[config.mk]
export PLATFORM = sky130hd
export DESIGN_NAME = mcfp_frame_parser
export DESIGN_NICKNAME = d
export VERILOG_FILES = /design/src/logic/mcfp_pkg.sv /design/src/logic/mcfp_frame_parser.sv
export SDC_FILE = /design/constraint.sdc
export NUM_CORES = 1
export LEC_CHECK = 0
export BUFFER_PORTS_ARGS = -buffer_cell sky130_fd_sc_hd__buf_2
export CORE_UTILIZATION = 61
export CTS_CLUSTER_DIAMETER = 100
export DETAILED_ROUTE_END_ITERATION = 10
export GPL_ROUTABILITY_DRIVEN = 1
export GPL_TIMING_DRIVEN = 0
export MAX_ROUTING_LAYER = met4
export PLACE_DENSITY_LB_ADDON = 0.25
export SYNTH_ARGS = -nofsm -noshare
export SYNTH_HDL_FRONTEND = slang
export SYNTH_SLANG_ARGS = --single-unit
[constraint.sdc]
create_clock -name i_clk -period 8.7 [get_ports i_clk]
set_input_delay 0.87 -clock i_clk [delete_from_list [all_inputs] [get_ports i_clk]]
set_output_delay 0.87 -clock i_clk [all_outputs]
set_load 0.05 [all_outputs]
[src/logic/mcfp_pkg.sv]
// Operation
// - link is 8N1 at 38400 baud
// - command core is seven bytes
// - address plus core plus checksum: nine bytes
// - address, command, type, motor, value MSB-first, checksum
// - checksum is 8-bit sum of eight bytes
// - one reply per received command frame
// - reply: raddr, maddr, status, command, value, checksum
// - reply checksum sums its eight bytes
// - CAN mode drops reply address and checksum
package mcfp_pkg;

  localparam int unsigned CLK_HZ    = 25_000_000;
  localparam int unsigned BAUD      = 38_400;
  // longest bit time rounds down
  localparam int unsigned BIT_CYC   = CLK_HZ / BAUD;
  localparam int unsigned HALF_CYC  = BIT_CYC / 2;
  localparam int unsigned DATA_BITS = 8;
  localparam int unsigned STOP_BITS = 1;

  localparam int unsigned FRAME_LEN = 9;
  localparam int unsigned CORE_LEN  = 7;
  localparam int unsigned IDX_ADDR  = 0;
  localparam int unsigned IDX_CMD   = 1;
  localparam int unsigned IDX_TYPE  = 2;
  localparam int unsigned IDX_MOTOR = 3;
  localparam int unsigned IDX_VAL   = 4;
  localparam int unsigned IDX_SUM   = 8;

  localparam logic [7:0] STATUS_OK      = 8'h64;
  localparam logic [7:0] STATUS_BAD_SUM = 8'h01;

  typedef enum logic [1:0] {ST_RECV, ST_EXEC, ST_SEND} mcfp_state_t;
  typedef enum logic [1:0] {RX_IDLE, RX_START, RX_DATA, RX_STOP} mcfp_rx_t;

  function automatic logic [7:0] mcfp_sum8(input logic [63:0] b);
    logic [7:0] s;
    s = 8'h00;
    for (int i = 0; i < 8; i++) begin
      s = s + b[i*8 +: 8];
    end
    return s;
  endfunction

  // byte k of a frame, byte 0 in the top bits
  function automatic logic [7:0] mcfp_byte(input logic [71:0] f,
                                           input int unsigned k);
    return f[(FRAME_LEN - 1 - k)*8 +: 8];
  endfunction

endpackage

[src/logic/mcfp_frame_parser.sv]
module mcfp_frame_parser import mcfp_pkg::*; #(
  // clocks per serial bit; shorter only to keep simulations brief
  parameter int unsigned BIT_T = BIT_CYC,
  parameter int unsigned CNT_W = $clog2(BIT_T)
) (
  // clock and reset
  input  wire logic        i_clk,
  input  wire logic        i_sys_rst,
  // serial link
  input  wire logic        i_rxd,
  output logic             o_txd,
  // reply framing
  input  wire logic [7:0]  i_reply_addr,
  input  wire logic [7:0]  i_module_addr,
  input  wire logic        i_can_mode,
  // decoded command
  output logic             o_cmd_valid,
  output logic [7:0]       o_cmd_code,
  output logic [7:0]       o_cmd_type,
  output logic [7:0]       o_cmd_motor,
  output logic [31:0]      o_cmd_value,
  output logic             o_sum_err,
  output logic             o_busy,
  // command result
  input  wire logic        i_rsp_valid,
  input  wire logic [7:0]  i_rsp_status,
  input  wire logic [31:0] i_rsp_value
);

  mcfp_state_t       state_ff;
  mcfp_rx_t          rx_st_ff;
  logic [2:0]        sync_ff;
  logic              rxd_ff;
  logic [CNT_W-1:0]  rx_cnt_ff;
  logic [3:0]        rx_bit_ff;
  logic [7:0]        rx_sh_ff;
  logic              rx_byte_ok_ff;
  logic              rx_frm_err_ff;
  logic [71:0]       frm_sh_ff;
  logic [3:0]        frm_idx_ff;
  logic              cmd_valid_ff;
  logic [7:0]        cmd_code_ff;
  logic [7:0]        cmd_type_ff;
  logic [7:0]        cmd_motor_ff;
  logic [31:0]       cmd_value_ff;
  logic              sum_err_ff;
  logic              busy_ff;
  logic [7:0]        rep_status_ff;
  logic [71:0]       tx_frm_ff;
  logic [3:0]        tx_left_ff;
  logic [8:0]        tx_sh_ff;
  logic [3:0]        tx_bits_ff;
  logic [CNT_W-1:0]  tx_cnt_ff;
  logic              tx_act_ff;
  logic              txd_ff;

  assign o_txd       = txd_ff;
  assign o_cmd_valid = cmd_valid_ff;
  assign o_cmd_code  = cmd_code_ff;
  assign o_cmd_type  = cmd_type_ff;
  assign o_cmd_motor = cmd_motor_ff;
  assign o_cmd_value = cmd_value_ff;
  assign o_sum_err   = sum_err_ff;
  assign o_busy      = busy_ff;

  // receive side
  localparam int unsigned HALF_T = BIT_T / 2;
  wire rx_tick = rx_cnt_ff == CNT_W'(BIT_T - 1);
  wire rx_half = rx_cnt_ff == CNT_W'(HALF_T - 1);

  // filtered level changes only when stages two and three agree
  always_ff @(posedge i_clk or posedge i_sys_rst) begin
    if (i_sys_rst) begin
      sync_ff <= 3'h7;
      rxd_ff  <= 1'b1;
    end else begin
      sync_ff <= {sync_ff[1:0], i_rxd};
      if (sync_ff[1] == sync_ff[2]) begin
        rxd_ff <= sync_ff[2];
      end
    end
  end

  always_ff @(posedge i_clk or posedge i_sys_rst) begin
    if (i_sys_rst) begin
      rx_st_ff      <= RX_IDLE;
      rx_cnt_ff     <= '0;
      rx_bit_ff     <= 4'h0;
      rx_sh_ff      <= 8'h00;
      rx_byte_ok_ff <= 1'b0;
      rx_frm_err_ff <= 1'b0;
    end else begin
      rx_byte_ok_ff <= 1'b0;
      rx_frm_err_ff <= 1'b0;
      rx_cnt_ff     <= rx_cnt_ff + CNT_W'(1);
      case (rx_st_ff)
        RX_IDLE: begin
          rx_cnt_ff <= '0;
          if (!rxd_ff) begin
            rx_st_ff <= RX_START;
          end
        end
        RX_START: begin
          if (rx_half) begin
            rx_cnt_ff <= '0;
            rx_bit_ff <= 4'h0;
            rx_st_ff  <= rxd_ff ? RX_IDLE : RX_DATA;
          end
        end
        RX_DATA: begin
          if (rx_tick) begin
            rx_cnt_ff <= '0;
            rx_sh_ff  <= {rxd_ff, rx_sh_ff[7:1]};
            rx_bit_ff <= rx_bit_ff + 4'h1;
            if (rx_bit_ff == 4'(DATA_BITS - 1)) begin
              rx_st_ff <= RX_STOP;
            end
          end
        end
        RX_STOP: begin
          if (rx_tick) begin
            rx_st_ff      <= RX_IDLE;
            rx_byte_ok_ff <= rxd_ff;
            rx_frm_err_ff <= !rxd_ff;
          end
        end
        default: rx_st_ff <= RX_IDLE;
      endcase
    end
  end

  // frame assembly, bytes dropped while a reply is outstanding
  wire        in_recv   = state_ff == ST_RECV;
  wire [71:0] frm_full  = {frm_sh_ff[63:0], rx_sh_ff};
  wire        frm_last  = in_recv && rx_byte_ok_ff &&
                          frm_idx_ff == 4'(FRAME_LEN - 1);
  wire        sum_match = mcfp_sum8(frm_full[71:8]) ==
                          mcfp_byte(frm_full, IDX_SUM);

  always_ff @(posedge i_clk or posedge i_sys_rst) begin
    if (i_sys_rst) begin
      frm_sh_ff  <= '0;
      frm_idx_ff <= 4'h0;
    end else if (!in_recv || rx_frm_err_ff) begin
      frm_idx_ff <= 4'h0;
    end else if (rx_byte_ok_ff) begin
      frm_sh_ff  <= frm_full;
      frm_idx_ff <= frm_last ? 4'h0 : frm_idx_ff + 4'h1;
    end
  end

  // reply build
  wire        rsp_take   = state_ff == ST_EXEC && i_rsp_valid;
  wire        bad_frame  = frm_last && !sum_match;
  wire        tx_load    = rsp_take || bad_frame;
  wire [7:0]  rep_status = rsp_take ? i_rsp_status : STATUS_BAD_SUM;
  wire [31:0] rep_value  = rsp_take ? i_rsp_value : 32'h00000000;
  wire [7:0]  rep_cmd    = rsp_take ? cmd_code_ff :
                           mcfp_byte(frm_full, IDX_CMD);
  wire [63:0] rep_body   = {i_reply_addr, i_module_addr, rep_status,
                            rep_cmd, rep_value};
  wire [71:0] rep_full   = {rep_body, mcfp_sum8(rep_body)};
  wire [71:0] rep_can    = {rep_body[55:0], 16'h0000};

  always_ff @(posedge i_clk or posedge i_sys_rst) begin
    if (i_sys_rst) begin
      state_ff      <= ST_RECV;
      cmd_valid_ff  <= 1'b0;
      cmd_code_ff   <= 8'h00;
      cmd_type_ff   <= 8'h00;
      cmd_motor_ff  <= 8'h00;
      cmd_value_ff  <= 32'h00000000;
      sum_err_ff    <= 1'b0;
      busy_ff       <= 1'b0;
      rep_status_ff <= 8'h00;
    end else begin
      cmd_valid_ff <= frm_last && sum_match;
      sum_err_ff   <= bad_frame;
      busy_ff      <= (state_ff != ST_RECV) || frm_last;
      if (tx_load) begin
        rep_status_ff <= rep_status;
      end
      case (state_ff)
        ST_RECV: begin
          if (frm_last && sum_match) begin
            cmd_code_ff  <= mcfp_byte(frm_full, IDX_CMD);
            cmd_type_ff  <= mcfp_byte(frm_full, IDX_TYPE);
            cmd_motor_ff <= mcfp_byte(frm_full, IDX_MOTOR);
            cmd_value_ff <= frm_full[(FRAME_LEN-IDX_VAL)*8-1 -: 32];
            state_ff     <= ST_EXEC;
          end else if (bad_frame) begin
            state_ff <= ST_SEND;
          end
        end
        ST_EXEC: begin
          if (i_rsp_valid) begin
            state_ff <= ST_SEND;
          end
        end
        ST_SEND: begin
          if (!tx_act_ff && tx_left_ff == 4'h0) begin
            state_ff <= ST_RECV;
          end
        end
        default: state_ff <= ST_RECV;
      endcase
    end
  end

  // transmit side, one idle cycle between bytes
  wire tx_tick = tx_cnt_ff == CNT_W'(BIT_T - 1);
  wire tx_next = state_ff == ST_SEND && !tx_act_ff && tx_left_ff != 4'h0;

  always_ff @(posedge i_clk or posedge i_sys_rst) begin
    if (i_sys_rst) begin
      tx_frm_ff  <= '0;
      tx_left_ff <= 4'h0;
      tx_sh_ff   <= 9'h1FF;
      tx_bits_ff <= 4'h0;
      tx_cnt_ff  <= '0;
      tx_act_ff  <= 1'b0;
      txd_ff     <= 1'b1;
    end else if (tx_load) begin
      tx_frm_ff  <= i_can_mode ? rep_can : rep_full;
      tx_left_ff <= i_can_mode ? 4'(CORE_LEN) : 4'(FRAME_LEN);
    end else if (tx_next) begin
      txd_ff     <= 1'b0;
      tx_sh_ff   <= {1'b1, tx_frm_ff[71:64]};
      tx_frm_ff  <= {tx_frm_ff[63:0], 8'h00};
      tx_left_ff <= tx_left_ff - 4'h1;
      tx_bits_ff <= 4'(DATA_BITS + STOP_BITS);
      tx_cnt_ff  <= '0;
      tx_act_ff  <= 1'b1;
    end else if (tx_act_ff) begin
      tx_cnt_ff <= tx_tick ? '0 : tx_cnt_ff + CNT_W'(1);
      if (tx_tick && tx_bits_ff == 4'h0) begin
        tx_act_ff <= 1'b0;
      end else if (tx_tick) begin
        txd_ff     <= tx_sh_ff[0];
        tx_sh_ff   <= {1'b1, tx_sh_ff[8:1]};
        tx_bits_ff <= tx_bits_ff - 4'h1;
      end
    end
  end
endmodule

==> out/results.txt, run 1 <==
Outcome -> completed
First-pass GRT wire length -> 57,900 µm
Clk slew on worst S/H paths -> 0.06 ns
Largest area contributor in the netlist -> dfrtp_1
Clock skew -> 0.0173 ns
DRT antenna net count -> 0
Largest fanout on the critical path -> 10
Drc violations -> 0
RSZ-0062 raised after global routing -> no
Crit path max-delay family -> adder cells
Slowest Stage Delay on Critical Path -> 0.59 ns
Critical Path RT -> 9.14 ns
Via Count -> 10,500
Leakage -> 0.00765 µW
Fmax -> 0.167 GHz
Met1 wire length -> 14,300 µm
Worst hold-check path type -> in2async
Num Clock Sinks -> 259
Top Layer Used -> met4
Hold buffers post-CTS -> 0
Die Ht -> 155 µm
Ys Warns -> 0
Gpl congestion -> 0.962
Synth Flop Type -> dfrtp_1
Total power -> 2660 µW
Antenna violations before repair -> 0
N_diodes -> 0
Share of cells above drive strength 1 -> 0.229
Period minus WS final -> 5.99 ns
CP Class -> reg2reg
Yosys reg bits -> 259
Setup crit start kind -> flop
Sequential fraction of the synthesis area -> 0.458
Placement Rows -> 55
Most common cell after layout, fill and taps aside -> dfrtp_1
Post-synth ARST share -> 1.00
Most frequent cells in the layout -> dfrtp_1 (246), buf_2 (132), mux2_2 (122), nand2_1 (104), inv_1 (90)
CTS root buffer -> clkbuf_16
# setup viols final -> 0
Critical-path cell list -> clkbuf_1 > and3b_1 > clkbuf_1 > clkbuf_1 > clkbuf_1 > and2_1 > fa_1 > fa_1 > fa_1 > fa_1 > ha_1 > a21o_1 > a21oi_1 > o21bai_1 > a21oi_1 > xnor2_1 > a22o_1
Synth area leaders -> dfrtp_1 (43%), fa_1 (11%), mux2_2 (9.7%)
Crit path DAT -> 6.43 ns
Clk_lat worst skew -> 0.56 ns
Net count, final -> 1,590
Post-cts resize count -> 0
EDFF count, synth -> 0
Syn_nets -> 1,439
Largest net degree at the start of global routing -> 109
Number of global-route vias before repair -> 10,700
Aggregate global routing overflow -> 0
Vias per cell -> 6.05
First drt pass iteration count -> 6
IO buf count -> 120
Tcrit/Tclk final -> 0.688
Die width -> 155 µm
Final Core Density -> 0.709
Slowest cell on the critical path -> clkbuf_1
DRT iter0 DRCs -> 840
Syn Std Cell Area -> 0.0142 mm²
P&R area growth vs syn -> 13.5%
CP Capture Type -> flop
# IOs -> 121
Core footprint -> 0.0227 mm²
Pwr/cell area -> 165 mW/mm²
CTS Buf Count -> 27
Worst setup margin -> 2.71 ns
Fin. Hold Viols -> 0
Starting Density -> 0.625
Yosys cell types -> 60
Buf+Inv Stages, Crit Path -> 4
Final std cells w/o fill -> 1,730
Routed length on met2 -> 18,200 µm
VDD IR max -> 0.000128 V
Met3 Wirelength -> 2480 µm
Setup bufs post-CTS -> 0
CTS tree -> done
Max-slew violation count -> 0
Clock buffer depth -> 3
Avg WL per Cell -> 21.0 µm
Slew HR -> 0.411
Placed Cells -> 1,680
Synthesized instance count -> 1,273
Dpl ws -> 2.41 ns
Total Routing Usage GR -> 0.326
HPWL Detailed -> 26,000 µm
Slew of the pin with the lowest slew margin -> 0.875 ns
Die ar. -> 0.0239 mm²
Yosys top cell area share -> 0.434
Syn Area/Cell -> 11.1 µm²
Maxcap violations -> 0
Post-Route WL -> 36,300 µm
H-tree depth -> 1
==> area by class of cell <==
type | instances | area (µm²)
clock buffers | 43 | 816
clock inverters | 7 | 75.1
fillers | 1672 | 6610
plain buffers | 77 | 354
well taps | 285 | 357
repair buffers | 122 | 656
inverters | 91 | 349
multi-input cells | 846 | 6990
flip-flops and latches | 259 | 6500
==> worst paths after layout <==
check,from,end,slack [ns],depth (start not counted)
worst min register to register,sync_ff[0],sync_ff[1],0.36,0
min in group i_clk,sync_ff[0],sync_ff[1],0.36,0
worst max register to register,state_ff[1],tx_frm_ff[7],2.71,17
worst min-delay path,i_sys_rst,o_sum_err,0.35,2
max in group asynchronous,i_sys_rst,frm_sh_ff[38],7.03,4
worst max-delay path,state_ff[1],tx_frm_ff[7],2.71,17
==> where the power goes <==
group	leakage, µW	switching (µW)	internal [µW]
registers	0.00336	40.0	1260
logic	0.00385	113	91.9
clock network	0.000443	485	673
total	0.00765	639	2020
==> cells by family after synthesis <==
family / synth area share
AO/OA/AOI/OAI: 0.115
XOR/XNOR: 0.0338
adder cells (fa/ha/maj): 0.135
multiplexers: 0.101
flip-flops: 0.458
AND/OR/NAND/NOR: 0.109
buffers and inverters: 0.0490
==> routing by layer <==
metal / track usage / vias to the layer above
met5: - / -
met4: 0.113 / 0
met3: 0.0474 / 98
met2: 0.546 / 424
met1: 0.409 / 5252
li1: - / 4686
==> flip-flops by register name (all words and copies together) (netlist names), 2 cells and up, named ones only <==
signal and count:
tx_left_ff 4, frm_idx_ff 4, tx_cnt_ff 10, rx_sh_ff 8
tx_sh_ff 8, o_cmd_type 8, rx_cnt_ff 10, o_cmd_motor 8
tx_frm_ff 72, sync_ff 3, o_cmd_value 32, tx_bits_ff 4
rx_bit_ff 4, frm_sh_ff 64, state_ff 2, o_cmd_code 8
==> cells in the mapped netlist, types with 15 or more instances <==
| cell | number |
|---|---|
| o31ai_1 | 15 |
| clkbuf_1 | 49 |
| o21ai_0 | 69 |
| a2bb2oi_1 | 25 |
| a21oi_1 | 37 |
| ha_1 | 27 |
| nand2_1 | 104 |
| a31oi_1 | 22 |
| xnor2_1 | 33 |
| nand3_1 | 25 |
| dfrtp_1 | 246 |
| a22o_1 | 15 |
| fa_1 | 78 |
| inv_1 | 91 |
| nor2_1 | 78 |
| and2_1 | 24 |
| nor2b_1 | 16 |
| mux2_2 | 122 |
==> metrics by stage <==
step,hold slack [ns],area (µm²),TNS [ns]
after detailed placement,0.348,15200,0
final,0.354,16100,0
after CTS,0.357,16100,0
after floorplan,0.345,14200,0
after global placement,0.346,15100,-510.41
after global routing,0.363,16100,0
Note: power is estimated with default switching activity, not from simulation.
==> run 2: changes to the inputs <==
--- a/config.mk
+++ b/config.mk
@@ -6,7 +6,7 @@
 export NUM_CORES = 1
 export LEC_CHECK = 0
 export BUFFER_PORTS_ARGS = -buffer_cell sky130_fd_sc_hd__buf_2
-export CORE_UTILIZATION = 61
+export CORE_UTILIZATION = 55
 export CTS_CLUSTER_DIAMETER = 100
 export DETAILED_ROUTE_END_ITERATION = 10
 export GPL_ROUTABILITY_DRIVEN = 1
==> constraint.sdc (replaced) <==
create_clock -name i_clk -period 4.85 [get_ports i_clk]
set_input_delay 0.485 -clock i_clk [delete_from_list [all_inputs] [get_ports i_clk]]
set_output_delay 0.485 -clock i_clk [all_outputs]
set_load 0.05 [all_outputs]
==> out/results.txt, run 2 (synthesis results as in run 1) <==
Setup crit start kind -> flop
Total power -> 5150 µW (+94%)
Pwr/cell area -> 286 mW/mm² (+73%)
Starting Density -> 0.562 (-0.0630)
DRT antenna net count -> 0 (unchanged)
Sequential share of power -> 0.457 (-0.031)
Die Ht -> 163 µm (+5.2%)
Fin. Hold Viols -> 0 (unchanged)
Largest fanout on the critical path -> 6 (-4)
Fmax -> 0.201 GHz (+20%)
# IOs -> 121 (unchanged)
Sw Share -> 0.242 (+0.00177)
Worst setup margin -> -0.129 ns (-2.84 ns)
Dpl ws -> -0.775 ns (-3.18 ns)
CTS root buffer -> clkbuf_16
Critical-path cell list -> fa_1 > inv_2 > fa_1 > fa_1 > fa_1 > inv_2 > ha_4 > inv_2 > fa_2 > xnor2_2 > nor4_2 > and4_4 > a31o_4 > buf_12 > buf_8 > clkbuf_16 > a211oi_4 > a31oi_1
First-pass GRT wire length -> 63,100 µm (+8.9%)
HPWL Detailed -> 26,900 µm (+3.6%)
Crit path max-delay family -> adder cells
Max-slew violation count -> 0 (unchanged)
Total Routing Usage GR -> 0.323 (-0.00270)
Hold buffers post-CTS -> 0 (unchanged)
Fillers -> 1,698 (+1.6%)
Slowest cell on the critical path -> fa_1
Avg WL per Cell -> 23.2 µm (+11%)
Die width -> 163 µm (+5.2%)
Share of cells above drive strength 1 -> 0.326 (+0.0969)
Largest net degree at the start of global routing -> 43 (-61%)
Net count, final -> 1,640 (+3.1%)
R2R setup slack -> -0.13 ns (-2.84 ns)
Buf+Inv Stages, Crit Path -> 6 (+2)
Tcrit/Tclk final -> 1.03 (+0.338)
Maxcap violations -> 0 (unchanged)
Most common cell after layout, fill and taps aside -> dfrtp_1
RSZ-0062 raised after global routing -> yes
Number of global-route vias before repair -> 11,300 (+5.4%)
Core footprint -> 0.0253 mm² (+11%)
Gpl congestion -> 0.948 (-1.5%)
Via Count -> 11,300 (+7.9%)
Outcome -> finished, violations left
Max FFs per register -> 72 (unchanged)
Slowest Stage Delay on Critical Path -> 0.55 ns (-0.04 ns)
Aggregate global routing overflow -> 0 (unchanged)
Largest Register -> tx_frm_ff
Final Core Density -> 0.712 (+0.00353)
Clock skew -> 0.0102 ns (-0.00704 ns)
CTS tree -> done
Critical Path RT -> 5.30 ns (-3.84 ns)
Slew HR -> 0.321 (-0.0898)
Vias per cell -> 6.17 (+2.1%)
Slew of the pin with the lowest slew margin -> 1.02 ns (+0.143 ns)
Failing checks -> setup timing
Post-route cell area -> 0.0180 mm² (+12%)
DRT iter0 DRCs -> 973 (+16%)
Clock power frac -> 0.458 (+0.023)
# setup viols final -> 147 (+147)
Die ar. -> 0.0264 mm² (+11%)
Most frequent cells in the layout -> dfrtp_1 (244), buf_2 (121), nand2_1 (102), mux2_2 (94), inv_1 (86)
CP Capture Type -> flop
Clk slew on worst S/H paths -> 0.06 ns (about the same)
Sw power -> 1250 µW (+95%)
Crit path DAT -> 5.43 ns (-1.00 ns)
Worst hold-check path type -> in2async
H-tree depth -> 1 (unchanged)
Clk_lat worst skew -> 0.55 ns (about the same)
Clock buffer depth -> 3 (unchanged)
Drc violations -> 0 (unchanged)
Period minus WS final -> 4.98 ns (-1.01 ns)
P&R area growth vs syn -> 26.8%
Num Clock Sinks -> 259 (unchanged)
CP Class -> reg2reg
VDD IR max -> 0.000322 V (+150%)
Internal power -> 3910 µW (+93%)
Post-Route WL -> 42,400 µm (+17%)
Leakage -> 0.00837 µW (+9.3%)
CTS Buf Count -> 29 (+7.4%)
First drt pass iteration count -> 5 (-1)
CP most frequent cell -> fa_1
Antenna violations before repair -> 2 (+2)
Dpl cell area -> 0.0154 mm² (+1.1%)
Comb pwr share -> 0.085 (+0.008)
Placement Rows -> 58 (+5.5%)
IO buf count -> 120 (unchanged)
-- run 2: changes by cell type in the layout (fill, tap and decap cells not counted), sizes merged --
cell | before | now
diode | 0 | 2
buf | 149 | 193
or3 | 9 | 10
clkbuf | 93 | 96
inv | 92 | 91
clkinvlp | 0 | 2
clkinv | 5 | 4
bufinv | 1 | 5
-- run 2: worst paths after layout --
| check | start | end | cells past startpoint |
|---|---|---|---|
| hold reg to reg | sync_ff[0] | sync_ff[1] | 0 |
| hold / removal | i_sys_rst | o_sum_err | 2 |
| setup / recovery | frm_sh_ff[10] | tx_frm_ff[68] | 18 |
| max in group asynchronous | i_sys_rst | tx_sh_ff[6] | 5 |
| min in group i_clk | i_rxd | sync_ff[0] | 1 |
| setup reg to reg | frm_sh_ff[10] | tx_frm_ff[68] | 18 |
-- run 2: worst register-to-register path, stage by stage (launching register included) --
cell	delay, ns
dfrtp_2	0.41
fa_1	0.55
inv_2	0.04
fa_1	0.55
fa_1	0.44
fa_1	0.53
inv_2	0.04
ha_4	0.15
inv_2	0.05
fa_2	0.45
xnor2_2	0.15
nor4_2	0.22
and4_4	0.35
a31o_4	0.19
buf_12	0.15
buf_8	0.12
clkbuf_16	0.16
a211oi_4	0.05
a31oi_1	0.27
-- run 2: power groups by stage --
| stage | clock [µW] | sequential (µW) | combinational (µW) |
|---|---|---|---|
| floorplan | 0 | 2350 | 256 |
| detailed placement | 0 | 2360 | 380 |
| CTS | 2370 | 2340 | 408 |
| global route | 2450 | 2360 | 479 |
| finish | 2360 | 2360 | 438 |
| global placement | 0 | 2360 | 349 |
-- run 2: area by class of cell --
type                            count  area [µm²]  area share
Multi-Input combinational cell    847        7660       0.426
Sequential cell                   259        6500       0.361
Timing Repair Buffer              176        1450      0.0806
Clock buffer                       43         828      0.0460
Buffer                             70         606      0.0337
Tap cell                          330         413      0.0230
Inverter                           91         345      0.0192
Clock inverter                     11         186      0.0104
Antenna cell                        2        5.00    0.000278
-- run 2: metal layers --
metal / global-route usage / vias up / part of all wire
li1: - / 4792 / -
met2: 0.485 / 681 / 0.46
met1: 0.431 / 5656 / 0.40
met3: 0.0682 / 162 / 0.096
met4: 0.131 / 0 / 0.047
met5: - / - / 0
-- run 2: timing repair --
| action | 4_1_cts | 5_1_grt |
|---|---|---|
| pin swaps | 18 | 63 |
| resized for setup | 160 | 119 |
| buffers inserted | 25 | 10 |
| endpoints found under the setup margin | 158 | 157 |
| gates cloned | 9 | 7 |
-- run 2: per-stage QoR --
| stage | hold slack [ns] | TNS (ns) | cells |
|---|---|---|---|
| 2_1_floorplan | 0.345 | 0 | 1273 |
| 3_3_place_gp | 0.346 | -215.60 | 1723 |
| 3_5_place_dp | 0.354 | -63.33 | 1731 |
| 4_1_cts | 0.0214 | -22.94 | 1816 |
| 5_1_grt | 0.0241 | -27.24 | 1829 |
| 6_report | 0.0323 | -9.62 | 1829 |
==> run 3: changes to the inputs <==
--- a/config.mk
+++ b/config.mk
@@ -5,6 +5,7 @@
 export SDC_FILE = /design/constraint.sdc
 export NUM_CORES = 1
 export LEC_CHECK = 0
+export ABC_AREA = 1
 export BUFFER_PORTS_ARGS = -buffer_cell sky130_fd_sc_hd__buf_2
 export CORE_UTILIZATION = 55
 export CTS_CLUSTER_DIAMETER = 100
==> out/results.txt, run 3 <==
Outcome -> finished, violations left
Failing checks -> setup timing
Die ar. -> 0.0278 mm² (+5.0%)
Maxcap violations -> 0 (unchanged)
Largest Register -> tx_frm_ff
Fin. Hold Viols -> 0 (unchanged)
Sequential fraction of the synthesis area -> 0.436 (-0.0221)
Clock buffer depth -> 3 (unchanged)
Number of global-route vias before repair -> 13,200 (+17%)
Clk slew on worst S/H paths -> 0.07 ns (about the same)
Antenna violations before repair -> 1 (-1)
Syn Std Cell Area -> 0.0149 mm² (+5.1%)
Met3 Wirelength -> 2890 µm (-29%)
Synthesized instance count -> 1,861 (+46%)
Drc violations -> 0 (unchanged)
Slew HR -> 0.432 (+0.111)
Aggregate global routing overflow -> 0 (unchanged)
Hold path depth -> 2
Pwr/cell area -> 269 mW/mm² (-6.2%)
CTS Buf Count -> 28 (-3.4%)
Yosys cell types -> 38 (-37%)
CTS root buffer -> clkbuf_16
Routed length on met2 -> 21,900 µm (+13%)
CTS tree -> done
Critical Path RT -> 5.34 ns (+0.04 ns)
Max-slew violation count -> 0 (unchanged)
Worst setup margin -> -0.208 ns (-0.0790 ns)
CP Class -> reg2reg
FF-to-FF path depth -> 23 (+5)
Top Layer Used -> met4
First-pass GRT wire length -> 71,000 µm (+13%)
First drt pass iteration count -> 6 (+1)
VDD IR max -> 0.000293 V (-8.9%)
Tcrit/Tclk final -> 1.04 (+0.0163)
Placement Rows -> 59 (+1.7%)
Die width -> 167 µm (+2.5%)
Crit path DAT -> 5.55 ns (+0.12 ns)
Clock skew -> 0.0450 ns (+0.0348 ns)
Post-Route WL -> 44,900 µm (+5.9%)
Post-route cell area -> 0.0184 mm² (+2.2%)
Met1 wire length -> 17,900 µm (+6.1%)
Net count, final -> 2,221 (+35%)
Period minus WS final -> 5.06 ns (+0.0790 ns)
P&R area growth vs syn -> 23.3%
Worst hold-check path type -> in2reg
RSZ-0062 raised after global routing -> yes
Synth area leaders -> dfrtp_1 (41%), nand2_1 (16%), fa_1 (10%)
Avg WL per Cell -> 18.6 µm (-20%)
Gpl congestion -> 1.02 (+7.8%)
Vias per cell -> 5.50 (-11%)
Synth Flop Type -> dfrtp_1
IO buf count -> 119 (-0.83%)
Total Routing Usage GR -> 0.339 (+0.0152)
Yosys top cell area share -> 0.413 (-0.0210)
# setup viols final -> 145 (-1.4%)
Dpl ws -> -0.937 ns (-0.162 ns)
HPWL Detailed -> 32,200 µm (+20%)
Num Clock Sinks -> 259 (unchanged)
DRT iter0 DRCs -> 1,013 (+4.1%)
Share of cells above drive strength 1 -> 0.196 (-0.130)
Largest fanout on the critical path -> 6 (unchanged)
Fmax -> 0.198 GHz (-1.6%)
Setup TNS -> -15.59 ns (-5.97 ns)
CP Capture Type -> flop
# IOs -> 121 (unchanged)
Final Core Density -> 0.697 (-0.0150)
Yosys reg bits -> 259 (unchanged)
Largest area contributor in the netlist -> dfrtp_1
Most frequent cells in the layout -> nand2_1 (566), dfrtp_1 (245), inv_1 (236), o21ai_0 (169), buf_2 (130)
Largest net degree at the start of global routing -> 45 (+4.7%)
H-tree depth -> 1 (unchanged)
Worst hold margin -> 0.115 ns (+0.0830 ns)
Die Ht -> 167 µm (+2.5%)
Setup crit start kind -> flop
Leakage -> 0.00940 µW (+12%)
Core footprint -> 0.0264 mm² (+4.4%)
Most common cell in the netlist -> nand2_1
Post-synth ARST share -> 1.00 (unchanged)
Most common cell after layout, fill and taps aside -> nand2_1
Ys Warns -> 0 (unchanged)
Synth top cells by count -> nand2_1 (655), dfrtp_1 (246), inv_1 (242)
Clk_lat worst skew -> 0.59 ns (+0.04 ns)
Starting Density -> 0.566 (+0.00390)
Syn Area/Cell -> 8.01 µm² (-28%)
Slew of the pin with the lowest slew margin -> 0.843 ns (-0.175 ns)
EDFF count, synth -> 0 (unchanged)
Max FFs per register -> 72 (unchanged)
Syn_nets -> 2,027 (+41%)
Via Count -> 13,300 (+18%)
Dpl cell area -> 0.0161 mm² (+4.5%)
DRT antenna net count -> 0 (unchanged)
## run 3: cell types whose count changed after synthesis, sizes merged, moves of 25 or more
cell	before	now
o21ai	70	195
mux2	122	0
nand3	25	115
nand2	104	659
inv	91	243
a2bb2oi	25	0
## run 3: stage by stage
step                      cells  power [µW]
after detailed placement   2322        2570
after floorplan            1861        2450
final                      2413        4940
after CTS                  2403        4930
after global routing       2413        5080
after global placement     2315        2550
## run 3: path summary, 6_finish.rpt
path,end,startpoint,slack [ns]
max in group asynchronous,frm_sh_ff[25],i_sys_rst,3.05
setup / recovery,tx_frm_ff[27],frm_sh_ff[34],-0.21
setup reg to reg,tx_frm_ff[27],frm_sh_ff[34],-0.21
min in group asynchronous,tx_cnt_ff[6],i_sys_rst,0.48
hold / removal,state_ff[0],i_rsp_valid,0.12
hold reg to reg,sync_ff[1],sync_ff[0],0.36
## run 3: power breakdown
group          leakage, µW  internal [µW]  switching, µW
registers          0.00345           2210           32.6
clock network     0.000486           1430            940
logic              0.00546            128            201
## run 3: worst max-delay path, stage by stage (launching register included)
cell	delay, ns
dfrtp_1	0.42
fa_1	0.56
inv_2	0.05
fa_1	0.55
fa_1	0.43
fa_1	0.48
inv_2	0.08
ha_4	0.13
inv_2	0.04
fa_1	0.39
nand3b_1	0.18
nand2_1	0.09
xor2_1	0.19
o21ai_1	0.09
nor2_2	0.23
nand2_2	0.15
nand2_4	0.15
nand2_8	0.10
nor2_8	0.12
buf_12	0.14
buf_12	0.13
buf_8	0.13
nand2_2	0.04
nand2_1	0.07
## run 3: cell type report
| class | instances | area (µm²) |
|---|---|---|
| antenna | 1 | 2.50 |
| buffer | 84 | 583 |
| clock buffer | 40 | 806 |
| clock inverter | 12 | 220 |
| fill | 2076 | 7980 |
| inverter | 245 | 928 |
| multi-input combinational | 1273 | 7620 |
| sequential | 259 | 6500 |
| tap | 335 | 419 |
| timing repair buffer | 164 | 1300 |
## run 3: kinds of logic after synthesis
kind of cell             after synthesis  synth area share
multiplexers                           1          0.000671
AND/OR/NAND/NOR                      904             0.248
buffers and inverters                330            0.0889
adder cells (fa/ha/maj)              106             0.128
flip-flops                           259             0.436
AO/OA/AOI/OAI                        227            0.0786
XOR/XNOR                              34            0.0200
## run 3: repair_timing
| item | in CTS | in global routing |
|---|---|---|
| pin swaps | 39 | 47 |
| endpoints found under the setup margin | 160 | 160 |
| buffers inserted | 22 | 7 |
| resized for setup | 128 | 126 |
| endpoints found under the hold margin | 15 | 0 |
| hold buffers | 2 | 0 |
| gates cloned | 5 | 6 |
## run 3: routing by layer
metal,vias up,global-route usage
met2,534,0.559
met4,0,0.143
met5,-,-
met3,138,0.0425
met1,6401,0.423
li1,6196,-
